### config.mk
export PLATFORM = sky130hd
export DESIGN_NAME = phs_peak_hold
export DESIGN_NICKNAME = d
export VERILOG_FILES = /design/src/verilog/phs_pkg.sv /design/src/verilog/phs_peak_cell.sv /design/src/verilog/phs_peak_hold.sv
export SDC_FILE = /design/constraint.sdc
export NUM_CORES = 1
export LEC_CHECK = 0
export BUFFER_PORTS_ARGS = -buffer_cell sky130_fd_sc_hd__buf_2
export CELL_PAD_IN_SITES_DETAIL_PLACEMENT = 0
export CELL_PAD_IN_SITES_GLOBAL_PLACEMENT = 1
export CORE_MARGIN = 10
export CORE_UTILIZATION = 40
export CTS_BUF_LIST = sky130_fd_sc_hd__clkbuf_16
export CTS_CLUSTER_DIAMETER = 100
export CTS_CLUSTER_SIZE = 12
export DETAILED_ROUTE_END_ITERATION = 10
export PLACE_DENSITY = 0.81
export SETUP_SLACK_MARGIN = 0.3
export SLEW_MARGIN = 5
export SYNTH_ARGS = -nofsm -noshare
export SYNTH_HDL_FRONTEND = slang
export SYNTH_SLANG_ARGS = --single-unit
### constraint.sdc
create_clock -name core_clk -period 5.4 [get_ports core_clk]
set_clock_uncertainty 0.2 [all_clocks]
set_input_delay 0.54 -clock core_clk [delete_from_list [all_inputs] [get_ports core_clk]]
set_output_delay 0.54 -clock core_clk [all_outputs]
set_load 0.01 [all_outputs]
### src/verilog/phs_pkg.sv
// constants, codes and types for the peak hold and settings block
`default_nettype none
package phs_pkg;
    // ****************************************
    // clock and timing
    // ****************************************
    localparam int unsigned CORE_CLK_HZ = 25_000_000;
    localparam int unsigned MS_CYC      = CORE_CLK_HZ / 1000;
    // clear intervals in ms, index 1..6 of the clear code
    localparam int unsigned CLR_MS_1 = 100;
    localparam int unsigned CLR_MS_2 = 250;
    localparam int unsigned CLR_MS_3 = 500;
    localparam int unsigned CLR_MS_4 = 1000;
    localparam int unsigned CLR_MS_5 = 5000;
    localparam int unsigned CLR_MS_6 = 25000;

    // ****************************************
    // setting limits and defaults
    // ****************************************
    localparam logic [15:0] EMIS_MIN      = 16'h0064; // 10.0 %
    localparam logic [15:0] EMIS_MAX      = 16'h04E2; // 125.0 %
    localparam logic [15:0] EMIS_RST      = 16'h03E8; // 100.0 %
    localparam logic [15:0] SUB_SPAN_MIN  = 16'h01FE; // 51.0 degC
    localparam logic [15:0] AUTO_STEP_MIN = 16'h0014; // 2.0 degC
    localparam logic [15:0] AUTO_PCT_DIV  = 16'h0064; // 1 % of limit
    localparam logic [16:0] BAUD_MIN      = 17'h004B0; // 1200
    localparam logic [16:0] BAUD_MAX      = 17'h1C138; // 115000
    localparam logic [16:0] BAUD_RST      = 17'h04B00; // 19200
    localparam logic [6:0]  ADDR_RST      = 7'h00;
    localparam logic [6:0]  ADDR_OWN_MAX  = 7'h61;    // 97
    localparam logic [6:0]  ADDR_ALL_SET  = 7'h62;    // 98
    localparam logic [6:0]  ADDR_ANY      = 7'h63;    // 99
    localparam logic [1:0]  AOUT_RST      = 2'h1;     // 4..20 mA, no low flag
    localparam logic [3:0]  CLR_CODE_RST  = 4'h0;     // off
    localparam logic [3:0]  CLR_CODE_EXT  = 4'h7;
    localparam logic [3:0]  CLR_CODE_AUTO = 4'h8;
    localparam logic        USE_MIN_RST   = 1'b0;     // maximum storage

    // ****************************************
    // enumerations
    // ****************************************
    typedef enum logic [1:0] {
        PHS_OFF   = 2'b00,
        PHS_TIMED = 2'b01,
        PHS_EXT   = 2'b10,
        PHS_AUTO  = 2'b11
    } phs_mode_t;

    typedef enum logic [2:0] {
        PHS_SEL_EMIS = 3'b000,
        PHS_SEL_AOUT = 3'b001,
        PHS_SEL_CLRT = 3'b010,
        PHS_SEL_MINM = 3'b011,
        PHS_SEL_SUBR = 3'b100,
        PHS_SEL_BAUD = 3'b101,
        PHS_SEL_ADDR = 3'b110,
        PHS_SEL_FACT = 3'b111
    } phs_sel_t;

    // clear interval in ms for a timed clear code, zero otherwise
    function automatic logic [31:0] phs_clr_ms(input logic [3:0] code);
        logic [31:0] ms;
        ms = 32'h0000_0000;
        case (code)
            4'h1:    ms = 32'(CLR_MS_1);
            4'h2:    ms = 32'(CLR_MS_2);
            4'h3:    ms = 32'(CLR_MS_3);
            4'h4:    ms = 32'(CLR_MS_4);
            4'h5:    ms = 32'(CLR_MS_5);
            4'h6:    ms = 32'(CLR_MS_6);
            default: ms = 32'h0000_0000;
        endcase
        return ms;
    endfunction
endpackage
`default_nettype wire

### src/verilog/phs_peak_cell.sv
// one peak register: tracks highest or lowest sample since its last clear
`timescale 1ns/100ps
`default_nettype none
module phs_peak_cell #(
    parameter int W = 16
) (
    input  wire logic         core_clk,
    input  wire logic         rst_n,
    input  wire logic         flush,
    input  wire logic         clr,
    input  wire logic         smp_vld,
    input  wire logic [W-1:0] smp_val,
    input  wire logic         use_min,
    output logic      [W-1:0] val_q,
    output logic              full_q
);
    typedef struct packed {
        logic [W-1:0] val;
        logic         full;
    } phs_cell_t;

    phs_cell_t st_q;
    phs_cell_t st_d;
    logic      better;

    // a sample beats the held value in the selected direction
    always_comb
    begin
        better = use_min ? (smp_val < st_q.val) : (smp_val > st_q.val);
        st_d = st_q;
        if (flush)
        begin
            st_d.full = 1'b0;
        end
        else if (clr)
        begin
            // a clear starts a fresh peak, seeded by a coincident sample
            st_d.full = smp_vld;
            st_d.val  = smp_vld ? smp_val : st_q.val;
        end
        else if (smp_vld && (!st_q.full || better))
        begin
            st_d.full = 1'b1;
            st_d.val  = smp_val;
        end
    end

    // state register
    always_ff @(posedge core_clk or negedge rst_n)
    begin
        if (!rst_n)
            st_q <= '0;
        else
            st_q <= st_d;
    end

    assign val_q  = st_q.val;
    assign full_q = st_q.full;
endmodule
`default_nettype wire

### src/verilog/phs_peak_hold.sv
// settings store, peak hold and bus address match of the instrument
// What this block does
// - factory defaults: 19200 baud, address 00
// - default: maximum storage, timed clearing off
// - emissivity accepted only 10 to 125 percent
// - analog range select, low variant forces 21mA
// - storage off passes momentary values only
// - six clear times select double storage
// - two registers cleared alternately, older one shown
// - external mode: single register, host clear
// - auto: clear on rise above low limit plus larger of 1 % and 2 degC
// - auto without limit: uses range bottom
// - minimum storage tracks lowest, same clearing
// - storage sees only smoothed samples
// - sub-range accepted only with 51 degC span
// - respond only to own unique address
// - address 98 applies settings on all units
// - address 99 always answered, single unit
// - characters: eight bits, even parity, stop
// - command: two-digit address, letters, CR
// - query answers value, setting answers ok
// - baud configurable from 1200 to 115000
`timescale 1ns/100ps
`default_nettype none
module phs_peak_hold #(
    parameter int          TW         = 16,
    parameter int unsigned CYC_PER_MS = phs_pkg::MS_CYC,
    parameter logic [15:0] RANGE_LO   = 16'h0FA0,
    parameter logic [15:0] RANGE_HI   = 16'h2AF8
) (
    input  wire logic          core_clk,
    input  wire logic          rst_b,
    input  wire logic          cfg_wr,
    input  wire logic [2:0]    cfg_sel,
    input  wire logic [16:0]   cfg_val,
    input  wire logic [15:0]   cfg_val2,
    input  wire logic          filt_vld,
    input  wire logic [TW-1:0] filt_temp,
    input  wire logic          sig_low,
    input  wire logic          external_hold_clear_cmd,
    input  wire logic          cmd_vld,
    input  wire logic [6:0]    cmd_addr,
    input  wire logic          cmd_is_set,
    input  wire logic [7:0]    tx_char,
    output logic [15:0]        emis_q,
    output logic [1:0]         aout_mode_q,
    output logic               aout_21ma_q,
    output logic               sub_en_q,
    output logic [15:0]        sub_lo_q,
    output logic [15:0]        sub_hi_q,
    output logic [16:0]        baud_q,
    output logic [6:0]         device_bus_address_q,
    output logic [3:0]         hold_clear_time_q,
    output logic               use_min_q,
    output logic [TW-1:0]      hold_out_q,
    output logic               cfg_ok_q,
    output logic               cfg_err_q,
    output logic               cmd_take_q,
    output logic               cmd_reply_q,
    output logic               cmd_ok_q,
    output logic               tx_par_q
);
    // ****************************************
    // reset release
    // ****************************************
    logic [1:0] rst_sync_q;
    logic       rst_n;

    // assert at once, release after two edges so all flops leave reset together
    always_ff @(posedge core_clk or negedge rst_b)
    begin
        if (!rst_b)
            rst_sync_q <= 2'b00;
        else
            rst_sync_q <= {rst_sync_q[0], 1'b1};
    end
    assign rst_n = rst_sync_q[1];

    // ****************************************
    // state
    // ****************************************
    typedef struct packed {
        logic [15:0]   emis;
        logic [1:0]    aout;
        logic          a21;
        logic          sub_en;
        logic [15:0]   sub_lo;
        logic [15:0]   sub_hi;
        logic [16:0]   baud;
        logic [6:0]    addr;
        logic [3:0]    clr_code;
        logic          use_min;
        logic [31:0]   tmr;
        logic          phase;
        logic          above;
        logic          flush;
        logic [TW-1:0] out;
        logic          cfg_ok;
        logic          cfg_err;
        logic          take;
        logic          reply;
        logic          ok;
        logic          par;
    } phs_state_t;

    phs_state_t          st_q;
    phs_state_t          st_d;
    phs_pkg::phs_mode_t  mode;
    logic [31:0]         ivl_cyc;
    logic                bnd;
    logic [15:0]         thr;
    logic [15:0]         pct;
    logic                rise;
    logic                clr_a;
    logic                clr_b;
    logic [TW-1:0]       val_a;
    logic [TW-1:0]       val_b;
    logic                full_a;
    logic                full_b;
    logic                own_hit;

    // ****************************************
    // clear timing and object detection
    // ****************************************
    // clear code to mode
    always_comb
    begin
        if (st_q.clr_code == phs_pkg::CLR_CODE_RST)
            mode = phs_pkg::PHS_OFF;
        else if (st_q.clr_code == phs_pkg::CLR_CODE_EXT)
            mode = phs_pkg::PHS_EXT;
        else if (st_q.clr_code == phs_pkg::CLR_CODE_AUTO)
            mode = phs_pkg::PHS_AUTO;
        else
            mode = phs_pkg::PHS_TIMED;
    end

    assign ivl_cyc = phs_pkg::phs_clr_ms(st_q.clr_code) * 32'(CYC_PER_MS);
    assign bnd     = (mode == phs_pkg::PHS_TIMED) && (st_q.tmr >= ivl_cyc - 32'h0000_0001);

    // threshold is low limit plus larger of 1 % and 2 degC
    assign pct = st_q.sub_lo / phs_pkg::AUTO_PCT_DIV;
    // without a sub-range the range bottom is the threshold
    assign thr = st_q.sub_en ? st_q.sub_lo + ((pct > phs_pkg::AUTO_STEP_MIN) ? pct : phs_pkg::AUTO_STEP_MIN)
                             : RANGE_LO;
    // a new object is the first smoothed sample above the threshold
    assign rise = filt_vld && (16'(filt_temp) > thr) && !st_q.above;

    // alternate clears in timed mode, register a in external and auto modes
    assign clr_a = (mode == phs_pkg::PHS_TIMED) ? (bnd && !st_q.phase) :
                   (mode == phs_pkg::PHS_EXT) ? external_hold_clear_cmd :
                   (mode == phs_pkg::PHS_AUTO) && rise;
    assign clr_b = bnd && st_q.phase;

    // cells only ever see the filtered sample stream
    phs_peak_cell #(
        .W (TW)
    ) u_cell_a (
        .core_clk (core_clk),
        .rst_n    (rst_n),
        .flush    (st_q.flush),
        .clr      (clr_a),
        .smp_vld  (filt_vld),
        .smp_val  (filt_temp),
        .use_min  (st_q.use_min),
        .val_q    (val_a),
        .full_q   (full_a)
    );

    phs_peak_cell #(
        .W (TW)
    ) u_cell_b (
        .core_clk (core_clk),
        .rst_n    (rst_n),
        .flush    (st_q.flush),
        .clr      (clr_b),
        .smp_vld  (filt_vld),
        .smp_val  (filt_temp),
        .use_min  (st_q.use_min),
        .val_q    (val_b),
        .full_q   (full_b)
    );

    // own address only valid in the individual range
    assign own_hit = (cmd_addr == st_q.addr) && (cmd_addr <= phs_pkg::ADDR_OWN_MAX);

    // ****************************************
    // next state
    // ****************************************
    always_comb
    begin
        st_d         = st_q;
        st_d.flush   = 1'b0;
        st_d.cfg_ok  = 1'b0;
        st_d.cfg_err = 1'b0;
        st_d.take    = 1'b0;
        st_d.reply   = 1'b0;
        st_d.ok      = 1'b0;
        // even parity over the outgoing character
        st_d.par     = ^tx_char;
        // 21 mA forced while the low variant sees a weak signal
        st_d.a21     = st_q.aout[1] && sig_low;
        if (filt_vld)
            st_d.above = 16'(filt_temp) > thr;

        if (mode != phs_pkg::PHS_TIMED || bnd)
            st_d.tmr = 32'h0000_0000;
        else
            st_d.tmr = st_q.tmr + 32'h0000_0001;
        if (bnd)
            st_d.phase = !st_q.phase;

        // off passes momentary values; else show the held register
        if (mode == phs_pkg::PHS_OFF)
            st_d.out = filt_vld ? filt_temp : st_q.out;
        // the register not cleared last holds the older peak
        else if (mode == phs_pkg::PHS_TIMED && st_q.phase)
            st_d.out = full_b ? val_b : filt_temp;
        else
            st_d.out = full_a ? val_a : filt_temp;

        // address 98 applies settings, answers nothing
        // address 99 always taken and answered
        if (cmd_vld && (own_hit || cmd_addr == phs_pkg::ADDR_ANY ||
                        (cmd_addr == phs_pkg::ADDR_ALL_SET && cmd_is_set)))
        begin
            st_d.take  = 1'b1;
            st_d.reply = cmd_addr != phs_pkg::ADDR_ALL_SET;
            // a setting answers ok, a query answers a value
            st_d.ok    = cmd_is_set;
        end

        if (cfg_wr)
        begin
            st_d.cfg_ok = 1'b1;
            case (phs_pkg::phs_sel_t'(cfg_sel))
                phs_pkg::PHS_SEL_EMIS:
                begin
                    if (cfg_val[15:0] >= phs_pkg::EMIS_MIN && cfg_val[15:0] <= phs_pkg::EMIS_MAX && !cfg_val[16])
                        st_d.emis = cfg_val[15:0];
                    else
                        st_d.cfg_ok = 1'b0;
                end
                phs_pkg::PHS_SEL_AOUT:
                    // bit0 selects 4..20 mA, bit1 the 21 mA variant
                    st_d.aout = cfg_val[1:0];
                phs_pkg::PHS_SEL_CLRT:
                begin
                    // a new clear setting empties both registers
                    if (cfg_val <= 17'(phs_pkg::CLR_CODE_AUTO))
                    begin
                        st_d.clr_code = cfg_val[3:0];
                        st_d.flush    = 1'b1;
                        st_d.tmr      = 32'h0000_0000;
                        st_d.phase    = 1'b0;
                    end
                    else
                        st_d.cfg_ok = 1'b0;
                end
                phs_pkg::PHS_SEL_MINM:
                begin
                    // minimum storage, same clearing, fresh start
                    st_d.use_min = cfg_val[0];
                    st_d.flush   = 1'b1;
                    st_d.tmr     = 32'h0000_0000;
                    st_d.phase   = 1'b0;
                end
                phs_pkg::PHS_SEL_SUBR:
                begin
                    // zero span disables, otherwise need 51 degC inside range
                    if (cfg_val[15:0] == cfg_val2)
                        st_d.sub_en = 1'b0;
                    else if (cfg_val2 > cfg_val[15:0] && cfg_val2 - cfg_val[15:0] >= phs_pkg::SUB_SPAN_MIN &&
                             cfg_val[15:0] >= RANGE_LO && cfg_val2 <= RANGE_HI)
                    begin
                        st_d.sub_en = 1'b1;
                        st_d.sub_lo = cfg_val[15:0];
                        st_d.sub_hi = cfg_val2;
                    end
                    else
                        st_d.cfg_ok = 1'b0;
                end
                phs_pkg::PHS_SEL_BAUD:
                begin
                    // baud limited to the documented span
                    if (cfg_val >= phs_pkg::BAUD_MIN && cfg_val <= phs_pkg::BAUD_MAX)
                        st_d.baud = cfg_val;
                    else
                        st_d.cfg_ok = 1'b0;
                end
                phs_pkg::PHS_SEL_ADDR:
                begin
                    // 98 and 99 are shared and cannot be owned
                    if (cfg_val <= 17'(phs_pkg::ADDR_OWN_MAX))
                        st_d.addr = cfg_val[6:0];
                    else
                        st_d.cfg_ok = 1'b0;
                end
                default:
                begin
                    // factory load restores serial rate and address
                    st_d.baud     = phs_pkg::BAUD_RST;
                    st_d.addr     = phs_pkg::ADDR_RST;
                    st_d.emis     = phs_pkg::EMIS_RST;
                    st_d.aout     = phs_pkg::AOUT_RST;
                    // maximum storage with timed clearing off
                    st_d.clr_code = phs_pkg::CLR_CODE_RST;
                    st_d.use_min  = phs_pkg::USE_MIN_RST;
                    st_d.sub_en   = 1'b0;
                    st_d.flush    = 1'b1;
                    st_d.tmr      = 32'h0000_0000;
                    st_d.phase    = 1'b0;
                end
            endcase
            st_d.cfg_err = !st_d.cfg_ok;
        end
    end

    // ****************************************
    // state register
    // ****************************************
    always_ff @(posedge core_clk or negedge rst_n)
    begin
        if (!rst_n)
        begin
            st_q          <= '0;
            st_q.emis     <= phs_pkg::EMIS_RST;
            st_q.aout     <= phs_pkg::AOUT_RST;
            st_q.baud     <= phs_pkg::BAUD_RST;
            st_q.addr     <= phs_pkg::ADDR_RST;
            st_q.clr_code <= phs_pkg::CLR_CODE_RST;
            st_q.use_min  <= phs_pkg::USE_MIN_RST;
        end
        else
            st_q <= st_d;
    end

    assign emis_q               = st_q.emis;
    assign aout_mode_q          = st_q.aout;
    assign aout_21ma_q          = st_q.a21;
    assign sub_en_q             = st_q.sub_en;
    assign sub_lo_q             = st_q.sub_lo;
    assign sub_hi_q             = st_q.sub_hi;
    assign baud_q               = st_q.baud;
    assign device_bus_address_q = st_q.addr;
    assign hold_clear_time_q    = st_q.clr_code;
    assign use_min_q            = st_q.use_min;
    assign hold_out_q           = st_q.out;
    assign cfg_ok_q             = st_q.cfg_ok;
    assign cfg_err_q            = st_q.cfg_err;
    assign cmd_take_q           = st_q.take;
    assign cmd_reply_q          = st_q.reply;
    assign cmd_ok_q             = st_q.ok;
    assign tx_par_q             = st_q.par;

    // ****************************************
    // checks
    // ****************************************
    emis_range_a: assert property (@(posedge core_clk) disable iff (!rst_n)
        emis_q >= phs_pkg::EMIS_MIN && emis_q <= phs_pkg::EMIS_MAX)
        else $error("emissivity outside accepted span");
    emis_refuse_a: assert property (@(posedge core_clk) disable iff (!rst_n)
        cfg_wr && cfg_sel == 3'h0 && cfg_val < 17'(phs_pkg::EMIS_MIN) |=> cfg_err_q && $stable(emis_q))
        else $error("low emissivity was applied");
    addr_any_a: assert property (@(posedge core_clk) disable iff (!rst_n)
        cmd_vld && cmd_addr == phs_pkg::ADDR_ANY |=> cmd_take_q && cmd_reply_q)
        else $error("address 99 not answered");
    addr_all_a: assert property (@(posedge core_clk) disable iff (!rst_n)
        cmd_vld && cmd_addr == phs_pkg::ADDR_ALL_SET && cmd_is_set |=> cmd_take_q && !cmd_reply_q && cmd_ok_q)
        else $error("address 98 setting mishandled");
    addr_foreign_a: assert property (@(posedge core_clk) disable iff (!rst_n)
        cmd_vld && cmd_addr != device_bus_address_q && cmd_addr < phs_pkg::ADDR_ALL_SET |=> !cmd_take_q)
        else $error("foreign address taken");
    off_pass_a: assert property (@(posedge core_clk) disable iff (!rst_n)
        hold_clear_time_q == 4'h0 && filt_vld |=> hold_out_q == $past(filt_temp))
        else $error("off mode did not pass sample");
    sub_span_a: assert property (@(posedge core_clk) disable iff (!rst_n)
        sub_en_q |-> sub_hi_q > sub_lo_q && sub_hi_q - sub_lo_q >= phs_pkg::SUB_SPAN_MIN)
        else $error("sub-range span too small");
    alt_clear_a: assert property (@(posedge core_clk) disable iff (!rst_n)
        bnd && !cfg_wr |-> clr_a != clr_b ##1 st_q.phase != $past(st_q.phase))
        else $error("double storage did not alternate");
    low_21ma_a: assert property (@(posedge core_clk) disable iff (!rst_n)
        ##1 aout_21ma_q == $past(aout_mode_q[1] && sig_low))
        else $error("21 mA flag wrong");
    baud_span_a: assert property (@(posedge core_clk) disable iff (!rst_n)
        baud_q >= phs_pkg::BAUD_MIN && baud_q <= phs_pkg::BAUD_MAX)
        else $error("baud outside span");
endmodule
`default_nettype wire

==> qor.csv, run 1 <==
stage;metric;value;unit
min_path;hold crit path type;in2reg;
clock_network;deepest clock path buffer count;2;
detailed_routing;Vias/cell;5.382;
die;Core Footprint;40740;um^2
synth;Mapped Area;16420;um^2
global_routing;pin count of the biggest net entering global routing;63;
synth;cells after synthesis;1869;
sta;setup tns final;-215.19;ns
die;Die Ht;222.6;um
synth;cell taking the most area after synthesis;dfrtp_1;
sta;Setup violations, final;68;
synth;EDFF count, synth;0;
detailed_routing;Routed wire per std cell;17.89;um
global_routing;Tot GR Track Use;0.1947;
critical_path;crit-path most repeated cell;a21o_1;
sta;Min Hold Slack;0.1212;ns
global_routing;first-pass GRT wire length;80.42;mm
placement;Post-Place Setup Slack;-4.416;ns
critical_path;Worst path max stage delay;0.45;ns
die;IO Pins;178;
synth;syn_nets;2150;
power_and_ir_drop;VDD IR max;0.0004199;V
sta;Worst-Margin Slew;1.401;ns
critical_path;Critical Path RT;5.52;ns
detailed_routing;DR iter-0 viols;809;
critical_path;slowest library cell on the worst path;dfrtp_2;
global_routing;met3 Track Usage GR;0.03650;
placement;Post-Place Cells;2713;
power_and_ir_drop;Lkg Pwr;10.54;nW
clock_network;TritonCTS clock tree;done;
sta;Fin. Hold Viols;0;
clock_network;clk_lat worst skew;0.44;ns
placement;Placer Congestion;0.9185;
critical_path;CP Class;reg2reg;
clock_network;Clock Pin Slew Worst Setup and Hold Paths;0.07;ns
critical_path;CP max FO;9;
synth;share of the synthesized area in the top cell type;0.2484;
global_routing;met1 usage in global routing;0.2360;
die;site row count;74;
detailed_routing;Routed Antenna Nets;0;
clock_network;H-tree Lvls;4;
placement;DP Wirelength;38.24;mm
synth;top cells by area, synth;dfrtp_1 25%, ha_1 14%, buf_4 4.4%, inv_1 4.0%, xnor2_1 3.9%;
global_routing;vias in the first global route;15470;
global_routing;grt ovf;0;
power_and_ir_drop;Pwr Total;14.22;mW
sta;Peak Freq;102.9;MHz
detailed_routing;Routed WL;50.23;mm
critical_path;CP Launch Type;flop;
clock_network;CTS buffer count;17;
power_and_ir_drop;pwr dens;651.4;nW/um^2
synth;Post-synth ARST share;1.000;
detailed_routing;vias;15110;
placement;PortBufs;177;
cells_and_area;nets;2543;
die;starting density of the core;0.4030;
synth;sequential fraction of the synthesis area;0.2660;
cells_and_area;fillers;3620;
sta;max_slew headroom;0.06289;
cells_and_area;Final Non-Filler Cells;2807;
job;max_cap viols;0;
clock_network;root buffer cell;clkbuf_16;
sta;fin crit period;9.714;ns
sta;Slew Viols, Final;0;
global_routing;Most Crowded Layer GR;met2;
synth;syn_area_per_cell;8.785;um^2
cells_and_area;layout cells sized above 1;0.3734;
detailed_routing;drt pass-1 iters;5;
critical_path;CP arrival;9.84;ns
sta;RSZ-0062 raised after global routing;true;
synth;synth unique cells;115;
synth;register bit total from synthesis;174;
global_routing;met2 global-route usage;0.3419;
sta;final period utilization;1.799;
cells_and_area;commonest non-fill, non-tap cells in the layout;321 x buf_4, 179 x buf_2, 170 x inv_1;
cells_and_area;commonest non-fill, non-tap cell in the layout;buf_4;
die;die area;49550;um^2
detailed_routing;DRC Markers;0;
clock_network;CTS Sinks;174;
die;Die X-Extent;222.6;um
sta;setup ws final;-4.314;ns
run_status;failing checks;negative setup slack;
run_status;status;finished with violations;
synth;ys flop type;dfrtp_1;
critical_path;critical path capture point type;flop;
cells_and_area;area grow syn2layout;33.01;%
synth;synth warn;0;
global_routing;initial antenna violation count;2;
## final timing paths
| check | cells after the start | start | slack [ns] | end |
|---|---|---|---|---|
| max in group asynchronous | 1 | rst_sync_q[1]$_DFF_PN0_ | 3.36 | sub_lo_q[12]$_DFFE_PN0P_ |
| worst min-delay path | 2 | sig_low | 0.12 | aout_21ma_q$_DFF_PN0_ |
| worst min register to register | 0 | rst_sync_q[0]$_DFF_PN0_ | 0.15 | rst_sync_q[1]$_DFF_PN0_ |
| worst max-delay path | 50 | sub_lo_q[11]$_DFFE_PN0P_ | -4.31 | u_cell_a.val_q[10]$_DFFE_PN0P_ |
| min in group asynchronous | 2 | rst_b | 0.20 | rst_sync_q[1]$_DFF_PN0_ |
| worst max register to register | 50 | sub_lo_q[11]$_DFFE_PN0P_ | -4.31 | u_cell_a.val_q[10]$_DFFE_PN0P_ |
## critical path: cells and delay by family, from the launching register on
kind | cells | cell delay (ns)
buffers and inverters | 6 | 0.87
multiplexers | 5 | 1.34
flip-flops | 1 | 0.45
AO/OA/AOI/OAI | 23 | 4.37
AND/OR/NAND/NOR | 11 | 1.27
adder cells (fa/ha/maj) | 3 | 0.76
XOR/XNOR | 2 | 0.31
## sequential cells by signal, indices dropped and copies added, names as in the netlist, 16 cells and up
signal          count
u_cell_b.val_q     16
baud_q             17
hold_out_q         16
u_cell_a.val_q     16
sub_hi_q           16
emis_q             16
st_q               35
sub_lo_q           16
## kinds of logic after synthesis
family	after synthesis	share of synthesized area
AO/OA/AOI/OAI	427	0.1837
XOR/XNOR	110	0.06028
adder cells (fa/ha/maj)	208	0.1710
buffers and inverters	341	0.1031
flip-flops	174	0.2660
multiplexers	72	0.04755
other	1	0.0002284
AND/OR/NAND/NOR	536	0.1680
## where the power goes
| part | internal [mW] | switching [mW] | leakage (nW) |
|---|---|---|---|
| Clock | 0.680 | 0.555 | 0.276 |
| Combinational | 5.67 | 5.51 | 8.08 |
| Sequential | 1.59 | 0.228 | 2.18 |
## metrics by stage
step | utilization | area (um^2)
final | 0.5360 | 21840
after global routing | 0.5360 | 21830
after CTS | 0.5168 | 21050
after detailed placement | 0.4797 | 19540
after global placement | 0.4797 | 19540
after floorplan | - | 16790
## per-layer routing
metal / vias to the layer above / wire length, um / share of wire
met5: - / 13 / 0.00026
met2: 379 / 25290 / 0.50
met3: 76 / 2200 / 0.044
met1: 7342 / 21570 / 0.43
met4: 2 / 1151 / 0.023
li1: 7308 / - / -
## final cells by class
cell class / count / area, um^2 / area share
clock inverter: 14 / 146.4 / 0.006704
timing repair buffer: 539 / 3901 / 0.1787
antenna: 1 / 2.502 / 0.0001146
inverter: 176 / 663.1 / 0.03037
multi-input combinational: 1354 / 11650 / 0.5336
clock buffer: 17 / 425.4 / 0.01948
sequential: 174 / 4380 / 0.2006
tap: 532 / 665.6 / 0.03048
## timing repair
item / CTS / global route
hold endpoints to repair: 2 / 0
endpoints found under the setup margin: 68 / 103
pin swaps: 39 / 34
gates resized for setup: 112 / 112
setup buffers: 36 / 15
gates cloned: 5 / 5
hold buffers: 1 / 0
## synth_stat cells (10+ instances only)
| cell type | n |
|---|---|
| a21oi_1 | 104 |
| nor2b_1 | 26 |
| o22ai_1 | 21 |
| o21ai_0 | 79 |
| a31oi_1 | 15 |
| clkbuf_1 | 53 |
| buf_4 | 96 |
| a22o_1 | 20 |
| nor3_1 | 39 |
| o21bai_1 | 16 |
| o31ai_1 | 11 |
| nor2_1 | 133 |
| mux2i_1 | 31 |
| nand2b_1 | 24 |
| xnor2_1 | 74 |
| fa_1 | 28 |
| nand3_1 | 37 |
| o21a_1 | 15 |
| dfstp_2 | 11 |
| nand4_1 | 32 |
| and3_1 | 17 |
| a21o_1 | 30 |
| nand2_1 | 111 |
| ha_1 | 178 |
| and2_1 | 22 |
| a22oi_1 | 13 |
| or3_1 | 10 |
| xor2_1 | 34 |
| nor4_1 | 46 |
| mux2_2 | 37 |
| dfrtp_1 | 163 |
| inv_1 | 175 |
Power figures use the tool's default switching activity.
==> inputs of run 2 (changes only) <==
--- a/config.mk
+++ b/config.mk
@@ -8,6 +8,7 @@
 export BUFFER_PORTS_ARGS = -buffer_cell sky130_fd_sc_hd__buf_2
 export CELL_PAD_IN_SITES_DETAIL_PLACEMENT = 0
 export CELL_PAD_IN_SITES_GLOBAL_PLACEMENT = 1
+export CORE_ASPECT_RATIO = 0.5
 export CORE_MARGIN = 10
 export CORE_UTILIZATION = 40
 export CTS_BUF_LIST = sky130_fd_sc_hd__clkbuf_16
==> qor.csv, run 2 (synthesized netlist as in run 1, its figures left out) <==
stage;metric;value;unit
run_status;status;finished with violations;
run_status;failing checks;negative setup slack;
power_and_ir_drop;Psw;6.113;mW
cells_and_area;leading registers by flop count;st_q (35), baud_q (17);
clock_network;clk_lat worst skew;0.46;ns
cells_and_area;layout cells sized above 1;0.3724;
critical_path;Worst path max stage delay;0.54;ns
global_routing;vias in the first global route;14960;
sta;final period utilization;1.833;
detailed_routing;Routed WL;48.89;mm
power_and_ir_drop;Reg power frac;0.130;
cells_and_area;area grow syn2layout;33.07;%
global_routing;grt ovf;0;
cells_and_area;Largest register FFs;35;
clock_network;H-tree Lvls;4;
cells_and_area;commonest non-fill, non-tap cells in the layout;327 x buf_4, 177 x buf_2, 167 x inv_1;
power_and_ir_drop;Pint;7.864;mW
critical_path;crit-path leading delay family;compound AO/OA/AOI/OAI gates;
power_and_ir_drop;Combinational Power Share;0.785;
sta;Slew Viols, Final;0;
cells_and_area;fillers;3702;
die;Core Footprint;40470;um^2
critical_path;slowest library cell on the worst path;or4b_4;
critical_path;CP Launch Type;flop;
clock_network;root buffer cell;clkbuf_16;
job;max_cap viols;0;
detailed_routing;DR iter-0 viols;706;
sta;RSZ-0062 raised after global routing;true;
sta;Peak Freq;101.0;MHz
critical_path;critical path capture point type;flop;
sta;fin crit period;9.901;ns
cells_and_area;Layout Utilization;0.5399;
critical_path;CP Class;reg2reg;
min_path;hold crit path type;in2reg;
cells_and_area;nets;2540;
placement;DP Wirelength;37.45;mm
die;IO Pins;178;
detailed_routing;drt pass-1 iters;5;
detailed_routing;Vias/cell;5.293;
sta;Worst-Margin Slew;1.378;ns
clock_network;Clock Pin Slew Worst Setup and Hold Paths;0.07;ns
sta;Fin. Hold Viols;0;
critical_path;CP max FO;6;
global_routing;initial antenna violation count;3;
die;starting density of the core;0.4057;
power_and_ir_drop;sw frac;0.4374;
detailed_routing;vias;14890;
placement;PortBufs;177;
detailed_routing;DRC Markers;0;
die;site row count;52;
critical_path;CP arrival;10.03;ns
critical_path;Critical Path RT;5.53;ns
placement;Placer Congestion;0.9209;
clock_network;CTS Sinks;174;
global_routing;pin count of the biggest net entering global routing;72;
power_and_ir_drop;Pwr Total;13.98;mW
power_and_ir_drop;pwr dens;639.8;nW/um^2
die;Die Ht;163.3;um
critical_path;CP Buf/Inv Count;7;
cells_and_area;Final Non-Filler Cells;2814;
power_and_ir_drop;Lkg Pwr;10.53;nW
sta;setup ws final;-4.501;ns
die;Die X-Extent;306.5;um
sta;Setup violations, final;68;
detailed_routing;Routed wire per std cell;17.37;um
cells_and_area;Reg with most FFs;st_q;
clock_network;TritonCTS clock tree;done;
critical_path;crit-path most repeated cell;a21o_1;
clock_network;CTS buffer count;17;
die;die area;50040;um^2
cells_and_area;commonest non-fill, non-tap cell in the layout;buf_4;
power_and_ir_drop;VDD IR max;0.0004387;V
global_routing;Tot GR Track Use;0.1888;
power_and_ir_drop;part of the power in the clock network;0.085;
clock_network;deepest clock path buffer count;2;
placement;Post-Place Cells;2725;
global_routing;first-pass GRT wire length;78.11;mm
detailed_routing;Routed Antenna Nets;0;
sta;max_slew headroom;0.07810;
-- run 2: changes by cell type in the layout (fill, tap and decap cells not counted), sizes merged, moves of 2 or more --
cell / previous run / this run
buf: 534 / 531
bufinv: 2 / 0
inv: 179 / 186
clkinv: 6 / 3
-- run 2: per-stage QoR --
step	TNS [ns]	cell area [um^2]	hold WS (ns)	worst slack [ns]
after CTS	-193.79	20870	0.08778	-4.288
after global placement	-205.44	19600	0.1247	-4.104
final	-200.65	21850	0.09903	-4.501
after floorplan	-181.54	16790	0.04441	-3.764
after detailed placement	-209.24	19600	0.1282	-4.379
after global routing	-230.93	21850	0.09813	-4.942
-- run 2: worst paths after layout --
check                                          from                             to  slack (ns)  depth (start not counted)
max                        sub_lo_q[10]$_DFFE_PN0P_  u_cell_a.val_q[4]$_DFFE_PN0P_       -4.50                         48
max in group asynchronous   rst_sync_q[1]$_DFF_PN0_         baud_q[13]$_DFFE_PN0P_        3.37                          1
min in group asynchronous                     rst_b        rst_sync_q[1]$_DFF_PN0_        0.21                          2
min                                         sig_low          aout_21ma_q$_DFF_PN0_         0.1                          2
min reg2reg                 rst_sync_q[0]$_DFF_PN0_        rst_sync_q[1]$_DFF_PN0_        0.15                          0
max reg2reg                sub_lo_q[10]$_DFFE_PN0P_  u_cell_a.val_q[4]$_DFFE_PN0P_       -4.50                         48
-- run 2: cell type report --
type	count	area, um^2	area share
diodes	2	5.005	0.0002291
inverters	176	665.6	0.03047
clock buffers	17	425.4	0.01947
flip-flops and latches	174	4375	0.2003
well taps	540	675.6	0.03092
clock inverters	15	115.1	0.005269
repair buffers	535	3860	0.1767
multi-input cells	1355	11730	0.5367
-- run 2: timing repair --
item,4_1_cts,5_1_grt
setup endpoints to repair,68,103
pin swaps,29,34
hold endpoints to repair,2,0
gates cloned,7,2
resized for setup,91,146
hold buffers,1,0
buffers inserted,21,24
-- run 2: per-layer routing --
| layer | wire length [um] | global-route usage |
|---|---|---|
| met3 | 1666 | 0.02934 |
| met4 | 1133 | 0.05569 |
| met5 | 13 | 0 |
| met1 | 21350 | 0.2290 |
| met2 | 24730 | 0.3427 |
-- run 2: worst register-to-register path, delay by kind of cell, from the launching register on --
kind,cells,cell delay (ns)
AOI/OAI and AO/OA,26,5.32
xor gates and xnor gates,1,0.15
adders and majority gates,3,0.90
buffers and inverters,7,0.94
DFF,1,0.43
muxes,1,0.32
and+or+nand+nor,10,1.54
-- run 2: power by group through the flow --
stage	registers, mW	clock network (mW)	logic [mW]
floorplan	1.77	0	6.26
global placement	1.81	0	9.70
detailed placement	1.82	0	9.85
CTS	1.81	1.21	10.2
global route	1.86	1.26	12.2
finish	1.82	1.19	11.0
==> inputs of run 3 (changes only) <==
--- a/config.mk
+++ b/config.mk
@@ -16,6 +16,7 @@
 export CTS_CLUSTER_SIZE = 12
 export DETAILED_ROUTE_END_ITERATION = 10
 export PLACE_DENSITY = 0.81
+export RECOVER_POWER = 100
 export SETUP_SLACK_MARGIN = 0.3
 export SLEW_MARGIN = 5
 export SYNTH_ARGS = -nofsm -noshare
==> qor.csv, run 3 (synthesized netlist as in run 1, its figures left out) <==
stage;metric;value;unit
run_status;status;finished with violations;
run_status;failing checks;max-capacitance violations, max-slew violations, negative setup slack;
detailed_routing;DR iter-0 viols;741;
critical_path;Worst path max stage delay;0.54;ns
global_routing;vias in the first global route;14960;
detailed_routing;Routed WL;48.94;mm
power_and_ir_drop;Reg power frac;0.130;
cells_and_area;commonest non-fill, non-tap cell in the layout;buf_4;
min_path;hold crit path type;in2reg;
global_routing;grt ovf;0;
die;Die Ht;163.3;um
die;die area;50040;um^2
placement;Area after DPL;19600;um^2
critical_path;crit-path leading delay family;compound AO/OA/AOI/OAI gates;
sta;Slew Viols, Final;72;
sta;max_slew headroom;-1.039;
power_and_ir_drop;part of the power in the clock network;0.085;
global_routing;initial antenna violation count;3;
sta;fin crit period;9.896;ns
cells_and_area;Layout Utilization;0.5368;
critical_path;FF-to-FF setup slack;-4.50;ns
placement;PortBufs;177;
critical_path;CP arrival;10.03;ns
job;max_cap viols;1;
clock_network;H-tree Lvls;4;
clock_network;CTS buffer count;17;
global_routing;first-pass GRT wire length;78.11;mm
die;Core Footprint;40470;um^2
die;site row count;52;
power_and_ir_drop;Combinational Power Share;0.784;
clock_network;deepest clock path buffer count;2;
clock_network;root buffer cell;clkbuf_16;
sta;setup ws final;-4.496;ns
cells_and_area;area grow syn2layout;32.31;%
global_routing;Tot GR Track Use;0.1888;
die;IO Pins;178;
clock_network;TritonCTS clock tree;done;
power_and_ir_drop;Psw;6.120;mW
cells_and_area;leading registers by flop count;st_q (35), baud_q (17);
sta;RSZ-0062 raised after global routing;true;
detailed_routing;Routed Antenna Nets;0;
power_and_ir_drop;Lkg Pwr;10.20;nW
detailed_routing;DRC Markers;0;
detailed_routing;vias;14910;
clock_network;Clock Pin Slew Worst Setup and Hold Paths;0.07;ns
global_routing;pin count of the biggest net entering global routing;72;
die;Die X-Extent;306.5;um
die;starting density of the core;0.4057;
placement;Placer Congestion;0.9209;
critical_path;CP Class;reg2reg;
power_and_ir_drop;pwr dens;642.1;nW/um^2
clock_network;CTS Sinks;174;
clock_network;clk_lat worst skew;0.46;ns
cells_and_area;nets;2540;
cells_and_area;commonest non-fill, non-tap cells in the layout;324 x buf_4, 167 x inv_1, 161 x dfrtp_1;
cells_and_area;Final Cell Area;21720;um^2
sta;final period utilization;1.833;
critical_path;CP Buf/Inv Count;7;
power_and_ir_drop;Pint;7.830;mW
detailed_routing;drt pass-1 iters;5;
sta;Worst-Margin Slew;3.059;ns
sta;setup tns final;-202.97;ns
sta;Setup violations, final;68;
power_and_ir_drop;VDD IR max;0.0004387;V
critical_path;CP max FO;6;
detailed_routing;Routed wire per std cell;17.39;um
placement;DP Wirelength;37.45;mm
sta;Peak Freq;101.1;MHz
critical_path;CP Launch Type;flop;
cells_and_area;Reg with most FFs;st_q;
detailed_routing;Vias/cell;5.300;
critical_path;slowest library cell on the worst path;or4b_4;
cells_and_area;layout cells sized above 1;0.3310;
critical_path;Critical Path RT;5.53;ns
critical_path;critical path capture point type;flop;
power_and_ir_drop;sw frac;0.4387;
sta;Fin. Hold Viols;0;
cells_and_area;Largest register FFs;35;
## run 3: cell count changes in the layout (fill, tap and decap cells not counted), sizes merged
cell and delta:
clkbuf +90, buf -90
## run 3: timing repair
| item | CTS | global route |
|---|---|---|
| setup endpoints to repair | 68 | 103 |
| cloned | 7 | 2 |
| gates resized for setup | 91 | 146 |
| setup buffers | 21 | 24 |
| pin swaps | 29 | 34 |
| hold endpoints to repair | 2 | 0 |
| hold buffers | 1 | 0 |
## run 3: final timing paths
path | start | to | cells after the start
max | sub_lo_q[10]$_DFFE_PN0P_ | u_cell_a.val_q[15]$_DFFE_PN0P_ | 49
min | sig_low | aout_21ma_q$_DFF_PN0_ | 2
max reg2reg | sub_lo_q[10]$_DFFE_PN0P_ | u_cell_a.val_q[15]$_DFFE_PN0P_ | 49
min reg2reg | rst_sync_q[0]$_DFF_PN0_ | rst_sync_q[1]$_DFF_PN0_ | 0
max in group asynchronous | rst_sync_q[1]$_DFF_PN0_ | baud_q[13]$_DFFE_PN0P_ | 1
min in group asynchronous | rst_b | rst_sync_q[1]$_DFF_PN0_ | 2
## run 3: worst register-to-register path: cells and delay by family (launching register included)
family	cells	cell delay [ns]
flip-flops	1	0.43
adder cells (fa/ha/maj)	3	0.90
AO/OA/AOI/OAI	23	4.32
AND/OR/NAND/NOR	12	2.03
multiplexers	2	0.70
buffers and inverters	7	0.94
XOR/XNOR	2	0.25
## run 3: area by class of cell
class	count	area, um^2
Timing Repair Buffer	535	3740
Inverter	176	665.6
Antenna cell	2	5.005
Tap cell	540	675.6
Sequential cell	174	4370
Clock buffer	17	425.4
Multi-Input combinational cell	1355	11730
Clock inverter	15	115.1
Fill cell	3736	18750
## run 3: power by group through the flow
stage                     Clock (mW)  Sequential [mW]  Combinational (mW)
final                           1.19             1.82                10.9
after global routing            1.26             1.86                12.1
after CTS                       1.21             1.81                10.2
after detailed placement           0             1.82                9.85
after global placement             0             1.81                9.70
after floorplan                    0             1.77                6.26
## run 3: per-layer routing
layer,track usage,share of wire,vias up
met5,0,0.00027,-
met4,0.05569,0.023,2
li1,-,-,7322
met3,0.02934,0.035,71
met1,0.2290,0.44,7226
met2,0.3427,0.51,293
## run 3: through the flow
step | hold WS (ns) | cells | power (mW) | worst slack, ns
5_1_grt | 0.09813 | 2813 | 15.27 | -4.942
2_1_floorplan | 0.04441 | 1869 | 8.031 | -3.764
3_3_place_gp | 0.1247 | 2725 | 11.51 | -4.104
4_1_cts | 0.08778 | 2786 | 13.23 | -4.288
3_5_place_dp | 0.1282 | 2725 | 11.68 | -4.379
6_report | 0.09914 | 2814 | 13.95 | -4.496
